[config.mk]
export PLATFORM = sky130hd
export DESIGN_NAME = feature_id_regs
export DESIGN_NICKNAME = d
export VERILOG_FILES = /design/src/feature_id_pkg.sv /design/src/feature_fields_if.sv /design/src/feature_word_pack.sv /design/src/feature_id_regs.sv
export SDC_FILE = /design/constraint.sdc
export NUM_CORES = 1
export LEC_CHECK = 0
export ABC_CLOCK_PERIOD_IN_PS = 1500
export BUFFER_PORTS_ARGS = -buffer_cell sky130_fd_sc_hd__buf_2
export CORE_ASPECT_RATIO = 2
export CORE_UTILIZATION = 39
export DETAILED_ROUTE_END_ITERATION = 7
export PLACE_DENSITY = 0.8
export SLEW_MARGIN = 15
export SYNTH_ARGS = -nofsm -noshare
export SYNTH_HDL_FRONTEND = slang
export SYNTH_SLANG_ARGS = --single-unit
export TNS_END_PERCENT = 1
[constraint.sdc]
create_clock -name aclk -period 1.5 [get_ports aclk]
set_input_delay 0.15 -clock aclk [delete_from_list [all_inputs] [get_ports aclk]]
set_output_delay 0.15 -clock aclk [all_outputs]
set_load 0.01 [all_outputs]
[src/feature_id_pkg.sv]
package feature_id_pkg;

  // ==========================================================
  // Register map
  // ==========================================================
  localparam int unsigned      ADDR_W           = 12;
  localparam logic [11:0]      FEAT_WORD_OFFSET = 12'h000;
  localparam logic [11:0]      SEC_CTRL_OFFSET  = 12'h004;
  localparam logic [11:0]      CHECK_OFFSET     = 12'h008;
  localparam logic [31:0]      WORD_RESET       = 32'h0000_0000;
  localparam logic             NSSD_RESET       = 1'b0;

  // ==========================================================
  // Field positions of the feature word and of the secure control register
  // ==========================================================
  localparam int unsigned PROT_EXT_BIT   = 30;
  localparam int unsigned STREAM_TABLE_LEVELS_LSB   = 27;
  localparam int unsigned TERM_MODEL_BIT = 26;
  localparam int unsigned STALL_LSB      = 24;
  localparam int unsigned EXTRA_REC_BIT  = 23;
  localparam int unsigned ENDIAN_LSB     = 21;
  localparam int unsigned VXOP_BIT       = 20;
  localparam int unsigned TWO_LEVEL_CONTEXT_TABLE_BIT       = 19;
  localparam int unsigned WIDE_VMID_BIT  = 18;
  localparam int unsigned VMW_BIT        = 17;
  localparam int unsigned NSSD_BIT       = 0;

  // ==========================================================
  // Field encodings
  // ==========================================================
  localparam logic [1:0] ST_LINEAR      = 2'h0;
  localparam logic [1:0] ST_TWO_LEVEL   = 2'h1;
  localparam logic [1:0] STALL_BOTH     = 2'h0;
  localparam logic [1:0] STALL_NONE     = 2'h1;
  localparam logic [1:0] STALL_FORCED   = 2'h2;
  localparam logic [1:0] STALL_RSVD     = 2'h3;
  localparam logic [1:0] ENDIAN_MIXED   = 2'h0;
  localparam logic [1:0] ENDIAN_RSVD    = 2'h1;
  localparam logic [1:0] ENDIAN_LITTLE  = 2'h2;
  localparam logic [1:0] ENDIAN_BIG     = 2'h3;

  localparam logic [1:0] RESP_OKAY      = 2'h0;
  localparam logic [1:0] RESP_SLVERR    = 2'h2;

  typedef enum logic [1:0] {
    WR_IDLE = 2'b01,
    WR_RESP = 2'b10
  } wr_state_t;

  typedef enum logic [1:0] {
    RD_IDLE = 2'b01,
    RD_DATA = 2'b10
  } rd_state_t;

endpackage

[src/feature_fields_if.sv]
`timescale 1ns/10ps
interface feature_fields_if;
  import feature_id_pkg::*;
  logic       prot_ext_supported;
  logic [1:0] stream_table_levels;
  logic       term_model;
  logic [1:0] own_stall_model;
  logic [1:0] secure_stall_model;
  logic       secure_state_present;
  logic       nonsecure_stall_disable;
  logic       extra_xlate_error_recording;
  logic [1:0] walk_endianness;
  logic       virtual_xlate_op_page;
  logic       two_level_context_table;
  logic       wide_vm_id;
  logic       vm_id_wildcard_inval;
  logic [31:0] word;
  logic [1:0] stall_model;

  modport owner (output prot_ext_supported, stream_table_levels, term_model,
                 own_stall_model, secure_stall_model, secure_state_present,
                 nonsecure_stall_disable, extra_xlate_error_recording,
                 walk_endianness, virtual_xlate_op_page, two_level_context_table,
                 wide_vm_id, vm_id_wildcard_inval, input word, stall_model);
  modport packer (input prot_ext_supported, stream_table_levels, term_model,
                  own_stall_model, secure_stall_model, secure_state_present,
                  nonsecure_stall_disable, extra_xlate_error_recording,
                  walk_endianness, virtual_xlate_op_page, two_level_context_table,
                  wide_vm_id, vm_id_wildcard_inval, output word, stall_model);
endinterface

[src/feature_word_pack.sv]
`timescale 1ns/10ps
module feature_word_pack
  import feature_id_pkg::*;
(
  feature_fields_if.packer f  // Sanitised fields in, packed word out
);

  logic [1:0] stall_eff;

  // ==========================================================
  // Stall model seen by the non-secure side
  // ==========================================================
  always_comb begin
    stall_eff = f.own_stall_model;
    if (f.secure_state_present) begin
      if (f.secure_stall_model == STALL_BOTH && f.nonsecure_stall_disable) begin
        stall_eff = STALL_NONE;
      end else begin
        stall_eff = f.secure_stall_model;
      end
    end
  end

  assign f.stall_model = stall_eff;

  // ==========================================================
  // Word layout
  // ==========================================================
  always_comb begin
    f.word = WORD_RESET;
    f.word[PROT_EXT_BIT] = f.prot_ext_supported;
    f.word[STREAM_TABLE_LEVELS_LSB +: 2] = f.stream_table_levels;
    f.word[TERM_MODEL_BIT] = f.term_model;
    f.word[STALL_LSB +: 2] = stall_eff;
    f.word[EXTRA_REC_BIT] = f.extra_xlate_error_recording;
    f.word[ENDIAN_LSB +: 2] = f.walk_endianness;
    f.word[VXOP_BIT] = f.virtual_xlate_op_page;
    f.word[TWO_LEVEL_CONTEXT_TABLE_BIT] = f.two_level_context_table;
    f.word[WIDE_VMID_BIT] = f.wide_vm_id;
    f.word[VMW_BIT] = f.vm_id_wildcard_inval;
  end

endmodule

[src/feature_id_regs.sv]
// The AXI4-Lite register port and the placing of the registers were decided locally.
`timescale 1ns/10ps
module feature_id_regs
  import feature_id_pkg::*;
#(
  parameter bit       PROT_EXT_IMPL    = 1'b0,
  parameter bit [1:0] STREAM_TABLE_LEVELS_IMPL    = 2'h1,
  parameter bit       TERM_MODEL_IMPL  = 1'b0,
  parameter bit [1:0] STALL_IMPL       = 2'h0,
  parameter bit       SECURE_STATE_PRESENT      = 1'b0,
  parameter bit [1:0] SEC_STALL_IMPL   = 2'h0,
  parameter bit       PCI_SYSTEM       = 1'b0,
  parameter bit       ATS_IMPL         = 1'b0,
  parameter bit       EXTRA_REC_IMPL   = 1'b0,
  parameter bit [1:0] ENDIAN_IMPL      = 2'h0,
  parameter bit       ADDRESS_XLATE_OPERATIONS_IMPL        = 1'b0,
  parameter bit       STAGE1_IMPL      = 1'b1,
  parameter bit       STAGE2_IMPL      = 1'b1,
  parameter bit       VXOP_IMPL        = 1'b0,
  parameter bit       TWO_LEVEL_CONTEXT_TABLE_IMPL        = 1'b1,
  parameter bit       WIDE_VM_ID_IMPL      = 1'b1,
  parameter bit       VMW_IMPL         = 1'b1
)(
  input  wire logic        aclk,             // Register clock, 125 MHz
  input  wire logic        aresetn,          // Synchronous reset, active low
  input  wire logic [11:0] s_axi_awaddr,     // Write address
  input  wire logic        s_axi_awvalid,    // Write address valid
  output logic             s_axi_awready,    // Write address ready
  input  wire logic [31:0] s_axi_wdata,      // Write data
  input  wire logic [3:0]  s_axi_wstrb,      // Write byte strobes
  input  wire logic        s_axi_wvalid,     // Write data valid
  output logic             s_axi_wready,     // Write data ready
  output logic [1:0]       s_axi_bresp,      // Write response
  output logic             s_axi_bvalid,     // Write response valid
  input  wire logic        s_axi_bready,     // Write response ready
  input  wire logic [11:0] s_axi_araddr,     // Read address
  input  wire logic        s_axi_arvalid,    // Read address valid
  output logic             s_axi_arready,    // Read address ready
  output logic [31:0]      s_axi_rdata,      // Read data
  output logic [1:0]       s_axi_rresp,      // Read response
  output logic             s_axi_rvalid,     // Read data valid
  input  wire logic        s_axi_rready,     // Read data ready
  output logic [31:0]      feature_word,     // Feature word for the unit
  output logic             protect_fault_ok, // Fault records may carry flag
  output logic             vm_id_hi_used,    // Upper VMID bits are honoured
  output logic             stall_allowed     // Non-secure stall usable
);

  // ==========================================================
  // Implementation values after sanitising
  // ==========================================================
  // Reserved or contradictory implementation choices are folded onto a
  // legal encoding so that software never sees a value it must reject.
  logic [1:0] stream_table_levels_ok;
  logic [1:0] endian_ok;
  logic [1:0] own_stall_ok;
  logic [1:0] sec_stall_ok;
  logic       vxop_ok;
  logic       extra_rec_ok;
  logic       vmw_ok;
  logic [7:0] check_flags;

  assign stream_table_levels_ok = STREAM_TABLE_LEVELS_IMPL[1] ? ST_LINEAR : STREAM_TABLE_LEVELS_IMPL;

  assign endian_ok = (ENDIAN_IMPL == ENDIAN_RSVD) ? ENDIAN_MIXED : ENDIAN_IMPL;

  function automatic logic [1:0] legal_stall(input logic [1:0] m);
    logic [1:0] r;
    r = m;
    if (m == STALL_RSVD) begin
      r = STALL_NONE;
    end
    if (m == STALL_FORCED && PCI_SYSTEM) begin
      r = STALL_NONE;
    end
    return r;
  endfunction

  assign own_stall_ok = legal_stall(STALL_IMPL);
  assign sec_stall_ok = legal_stall(SEC_STALL_IMPL);

  assign vxop_ok = VXOP_IMPL & ADDRESS_XLATE_OPERATIONS_IMPL & STAGE1_IMPL & STAGE2_IMPL;

  assign extra_rec_ok = EXTRA_REC_IMPL & ATS_IMPL;

  assign vmw_ok = VMW_IMPL & STAGE2_IMPL;

  assign check_flags = {
    1'b0,
    SECURE_STATE_PRESENT,
    (VMW_IMPL != vmw_ok),
    (EXTRA_REC_IMPL != extra_rec_ok),
    (VXOP_IMPL != vxop_ok),
    (STALL_IMPL != own_stall_ok) || (SEC_STALL_IMPL != sec_stall_ok),
    (ENDIAN_IMPL != endian_ok),
    (STREAM_TABLE_LEVELS_IMPL != stream_table_levels_ok)
  };

  // ==========================================================
  // State
  // ==========================================================
  typedef struct packed {
    wr_state_t   wr;
    rd_state_t   rd;
    logic        aw_got;
    logic        w_got;
    logic [11:0] awaddr;
    logic [31:0] wdata;
    logic [3:0]  wstrb;
    logic [1:0]  bresp;
    logic [31:0] rdata;
    logic [1:0]  rresp;
    logic        nssd;
    logic [31:0] word;
    logic [1:0]  stall;
  } state_t;

  state_t st;
  state_t next_st;

  // ==========================================================
  // Word composition
  // ==========================================================
  feature_fields_if fields ();

  assign fields.prot_ext_supported          = PROT_EXT_IMPL;
  assign fields.stream_table_levels         = stream_table_levels_ok;
  assign fields.term_model                  = TERM_MODEL_IMPL;
  assign fields.own_stall_model             = own_stall_ok;
  assign fields.secure_stall_model          = sec_stall_ok;
  assign fields.secure_state_present        = SECURE_STATE_PRESENT;
  assign fields.nonsecure_stall_disable     = st.nssd;
  assign fields.extra_xlate_error_recording = extra_rec_ok;
  assign fields.walk_endianness             = endian_ok;
  assign fields.virtual_xlate_op_page       = vxop_ok;
  assign fields.two_level_context_table     = TWO_LEVEL_CONTEXT_TABLE_IMPL;
  assign fields.wide_vm_id                  = WIDE_VM_ID_IMPL;
  assign fields.vm_id_wildcard_inval        = vmw_ok;

  feature_word_pack i_feature_word_pack (
    .f (fields.packer)
  );

  // ==========================================================
  // Read decode
  // ==========================================================
  function automatic logic [31:0] read_word(input logic [11:0] a, input state_t s);
    logic [31:0] d;
    d = WORD_RESET;
    unique case (a)
      FEAT_WORD_OFFSET: d = s.word;
      SEC_CTRL_OFFSET:  d[NSSD_BIT] = s.nssd;
      CHECK_OFFSET:     d = {22'h00_0000, s.stall, check_flags};
      default:          d = WORD_RESET;
    endcase
    return d;
  endfunction

  function automatic logic mapped(input logic [11:0] a);
    return (a == FEAT_WORD_OFFSET) || (a == SEC_CTRL_OFFSET) ||
           (a == CHECK_OFFSET);
  endfunction

  // ==========================================================
  // Next state
  // ==========================================================
  always_comb begin
    next_st = st;

    // The word is re-registered every cycle, so a change of the
    // stall-disable control is visible one edge after its write.
    next_st.word  = fields.word;
    next_st.stall = fields.stall_model;

    // Write channel.
    unique case (st.wr)
      WR_IDLE: begin
        if (s_axi_awvalid && !st.aw_got) begin
          next_st.aw_got = 1'b1;
          next_st.awaddr = {s_axi_awaddr[11:2], 2'b00};
        end
        if (s_axi_wvalid && !st.w_got) begin
          next_st.w_got = 1'b1;
          next_st.wdata = s_axi_wdata;
          next_st.wstrb = s_axi_wstrb;
        end
        if (next_st.aw_got && next_st.w_got) begin
          next_st.aw_got = 1'b0;
          next_st.w_got  = 1'b0;
          next_st.wr     = WR_RESP;
          next_st.bresp  = mapped(next_st.awaddr) ? RESP_OKAY : RESP_SLVERR;
          if (next_st.awaddr == SEC_CTRL_OFFSET && next_st.wstrb[0]) begin
            next_st.nssd = next_st.wdata[NSSD_BIT];
          end
        end
      end
      WR_RESP: begin
        if (s_axi_bready) begin
          next_st.wr = WR_IDLE;
        end
      end
    endcase

    // Read channel.
    unique case (st.rd)
      RD_IDLE: begin
        if (s_axi_arvalid) begin
          next_st.rd    = RD_DATA;
          next_st.rdata = read_word({s_axi_araddr[11:2], 2'b00}, st);
          next_st.rresp = mapped({s_axi_araddr[11:2], 2'b00}) ? RESP_OKAY : RESP_SLVERR;
        end
      end
      RD_DATA: begin
        if (s_axi_rready) begin
          next_st.rd = RD_IDLE;
        end
      end
    endcase

    if (!aresetn) begin
      next_st.wr     = WR_IDLE;
      next_st.rd     = RD_IDLE;
      next_st.aw_got = 1'b0;
      next_st.w_got  = 1'b0;
      next_st.awaddr = FEAT_WORD_OFFSET;
      next_st.wdata  = WORD_RESET;
      next_st.wstrb  = 4'h0;
      next_st.bresp  = RESP_OKAY;
      next_st.rdata  = WORD_RESET;
      next_st.rresp  = RESP_OKAY;
      next_st.nssd   = NSSD_RESET;
      next_st.word   = WORD_RESET;
      next_st.stall  = STALL_BOTH;
    end
  end

  always_ff @(posedge aclk) begin
    st <= next_st;
  end

  // ==========================================================
  // Outputs
  // ==========================================================
  assign s_axi_awready = (st.wr == WR_IDLE) && !st.aw_got;
  assign s_axi_wready  = (st.wr == WR_IDLE) && !st.w_got;
  assign s_axi_bvalid  = (st.wr == WR_RESP);
  assign s_axi_bresp   = st.bresp;
  assign s_axi_arready = (st.rd == RD_IDLE);
  assign s_axi_rvalid  = (st.rd == RD_DATA);
  assign s_axi_rdata   = st.rdata;
  assign s_axi_rresp   = st.rresp;

  assign feature_word     = st.word;
  assign protect_fault_ok = st.word[PROT_EXT_BIT];
  assign vm_id_hi_used    = st.word[WIDE_VMID_BIT];
  assign stall_allowed    = (st.stall != STALL_NONE);

endmodule

==> impl_metrics.tcl <==
set metrics [dict create \
    dr.pass1.iters 4 \
    antenna_found_initial 0 \
    core_area_sq_um 4170 \
    fmax_mhz 672.3 \
    grtUsageTotal 0.1309 \
    hp-class "in2reg" \
    rsz0062_at_grt "yes" \
    num-fill-cells 451 \
    drive_gt1_frac 0.2828 \
    num_vias 1290 \
    critPathCaptureType "flop" \
    worstPathArrival_ps 1700 \
    synth_flop_cell "dfxtp_1" \
    grt_overflow 0 \
    ys_seq_elements 26 \
    gp_congestion 0.8080 \
    required_ps 1710 \
    n_antenna_cell 0 \
    grt_first_pass_wirelength_mm 4.540 \
    die_height_um 95.83 \
    clk_pin_slew_ps 90 \
    clk_path_buf_depth 2 \
    multi_input_area_sq_um 873.3 \
    worst_skew_pair.late_latency_ps 270 \
    die_w_um 48.91 \
    ir_worst_vdd_mv 0.5051 \
    clock-sinks 26 \
    netlist.area_leader.share 0.3105 \
    synth_warnings 0 \
    via_per_inst 4.358 \
    drv_slew 0 \
    syn_avg_cell_area_sq_um 8.333 \
    area_growth_pct 5.394 \
    place_hpwl_mm 2.249 \
    async_reset_ff_frac 0 \
    grt_max_degree 26 \
    stdcell_count 296 \
    min_period_over_period 0.9916 \
    outcome "complete, no violations" \
    syn-cell-area_sq_um 1717 \
    dieArea_sq_um 4687 \
    synth_top_cell_by_area "buf_4" \
    timing.final.hold_violations 0 \
    finalClockSkew_ps 1.078 \
    powerDensity_nw_per_um2 963.1 \
    ys_types 40 \
    wirelength_mm 2.834 \
    ioPinCount 143 \
    total_power_mw 1.743 \
    num_rows 33 \
    synth_area_leaders "buf_4 31%, dfxtp_1 30%, nand2_1 6.6%" \
    start_kind "flop" \
    ff_latch_area_sq_um 521.8 \
    port_buffers 45 \
    drv_cap 0 \
    synth_edf_count 0 \
    post-route-min-period_ps 1487 \
    netlist_instances 206 \
    cts_buffers 3 \
    cp_max_fo 2 \
    critPathKind "reg2reg" \
    htreeDepth 1 \
    holdWs_ps 128.1 \
    grt_pass1_vias 1082 \
    dpl.cell_count 292 \
    start_util 0.4116 \
    final_antenna_net_count 0 \
    drcViolationCount 0 \
    yosysSeqAreaShare 0.3032 \
    leakage_nw 0.8670 \
    layout.nets 312 \
    wire_per_inst_um 9.574 \
    cts_tree "built" \
    drt_iter0_markers 23 \
    clock-root-buffer "clkbuf_8" \
    setup_violations 0 \
]
## cells in the mapped netlist (all sizes together), types with 2 or more instances
cell     n
and2     2
o221ai   2
nand2b   4
o21ai    4
nand3    3
nand2   31
and3     2
a21boi  11
nand4    2
nor3b    2
inv      4
and2b    3
conb     2
nor2b    4
a21oi    4
mux2i    4
dfxtp   26
nor4     7
nor2     8
buf     72
## metal layers
| metal | share of wire | global-route usage | vias up |
|---|---|---|---|
| li1 | - | - | 629 |
| met1 | 0.36 | 0.1197 | 573 |
| met2 | 0.55 | 0.2604 | 84 |
| met3 | 0.065 | 0.02054 | 4 |
| met4 | 0.021 | 0.08333 | 0 |
| met5 | 0 | 0 | - |
## cells in the final DEF, fill, tap and decap left out, drive strengths merged, types with 7 or more instances in the layout
cell type   n
conb       59
buf        50
nand2      31
dfxtp      26
a21boi     11
nor2        8
nor4        7
## worst paths after layout
kind	slack (ps)	depth (start not counted)	endpoint	start
max	10	4	fields.nonsecure_stall_disable	st[117]
min reg2reg	450	2	s_axi_rdata[0]	s_axi_rdata[0]
max reg2reg	10	4	fields.nonsecure_stall_disable	st[117]
min	130	3	st[114]	s_axi_awaddr[7]
## critical path, stage by stage, from the launching register on
cell,delay (ps)
dfxtp_1,340
nor4_4,340
nand3_2,140
a2111oi_4,390
mux2i_1,210
## cell type report
class | count | area share
clock buffer | 3 | 0.02282
timing repair buffer | 50 | 0.1452
tap | 52 | 0.03596
sequential | 26 | 0.2884
inverter | 4 | 0.008299
multi-input combinational | 160 | 0.4827
clock inverter | 1 | 0.01660
## logic make-up (layout without fill, tap and decap cells)
group | count (synthesis) | after routing | synth area share
simple gates | 71 | 71 | 0.2318
other cells | 2 | 59 | 0.004375
flops | 26 | 26 | 0.3032
buf+inv | 77 | 58 | 0.3243
compound gates | 25 | 25 | 0.1064
mux | 5 | 5 | 0.02988
## through the flow
stage | cell area [sq um] | setup WS (ps) | util | setup TNS, ps
after global routing | 1809 | -41.89 | 0.4338 | -41.89
after global placement | 1717 | 32.17 | 0.4116 | 0
after detailed placement | 1717 | 32.39 | 0.4116 | 0
after floorplan | 1931 | 147.4 | - | 0
after CTS | 1805 | 18.57 | 0.4329 | 0
final | 1809 | 12.59 | 0.4338 | 0
## flip-flops by register name, summed over array words and instances (netlist names)
signal / cells
fields.nonsecure_stall_disable: 1
s_axi_rdata: 2
st: 20
s_axi_rresp: 1
feature_word: 1
s_axi_bresp: 1
## report_power, final
part / leakage (nW) / internal, mW / switching, mW / total (mW)
clock: 0.0357 / 0.357 / 0.218 / 0.575
sequential: 0.213 / 0.738 / 0.0392 / 0.777
combinational: 0.618 / 0.150 / 0.240 / 0.391
total: 0.867 / 1.25 / 0.497 / 1.74
## what timing repair did
item	CTS	global route
setup buffers	0	0
pin swaps	0	0
endpoints found under the setup margin	1	6
hold buffers	0	0
resized for setup	2	2
Note: power is estimated with default switching activity, not from simulation.
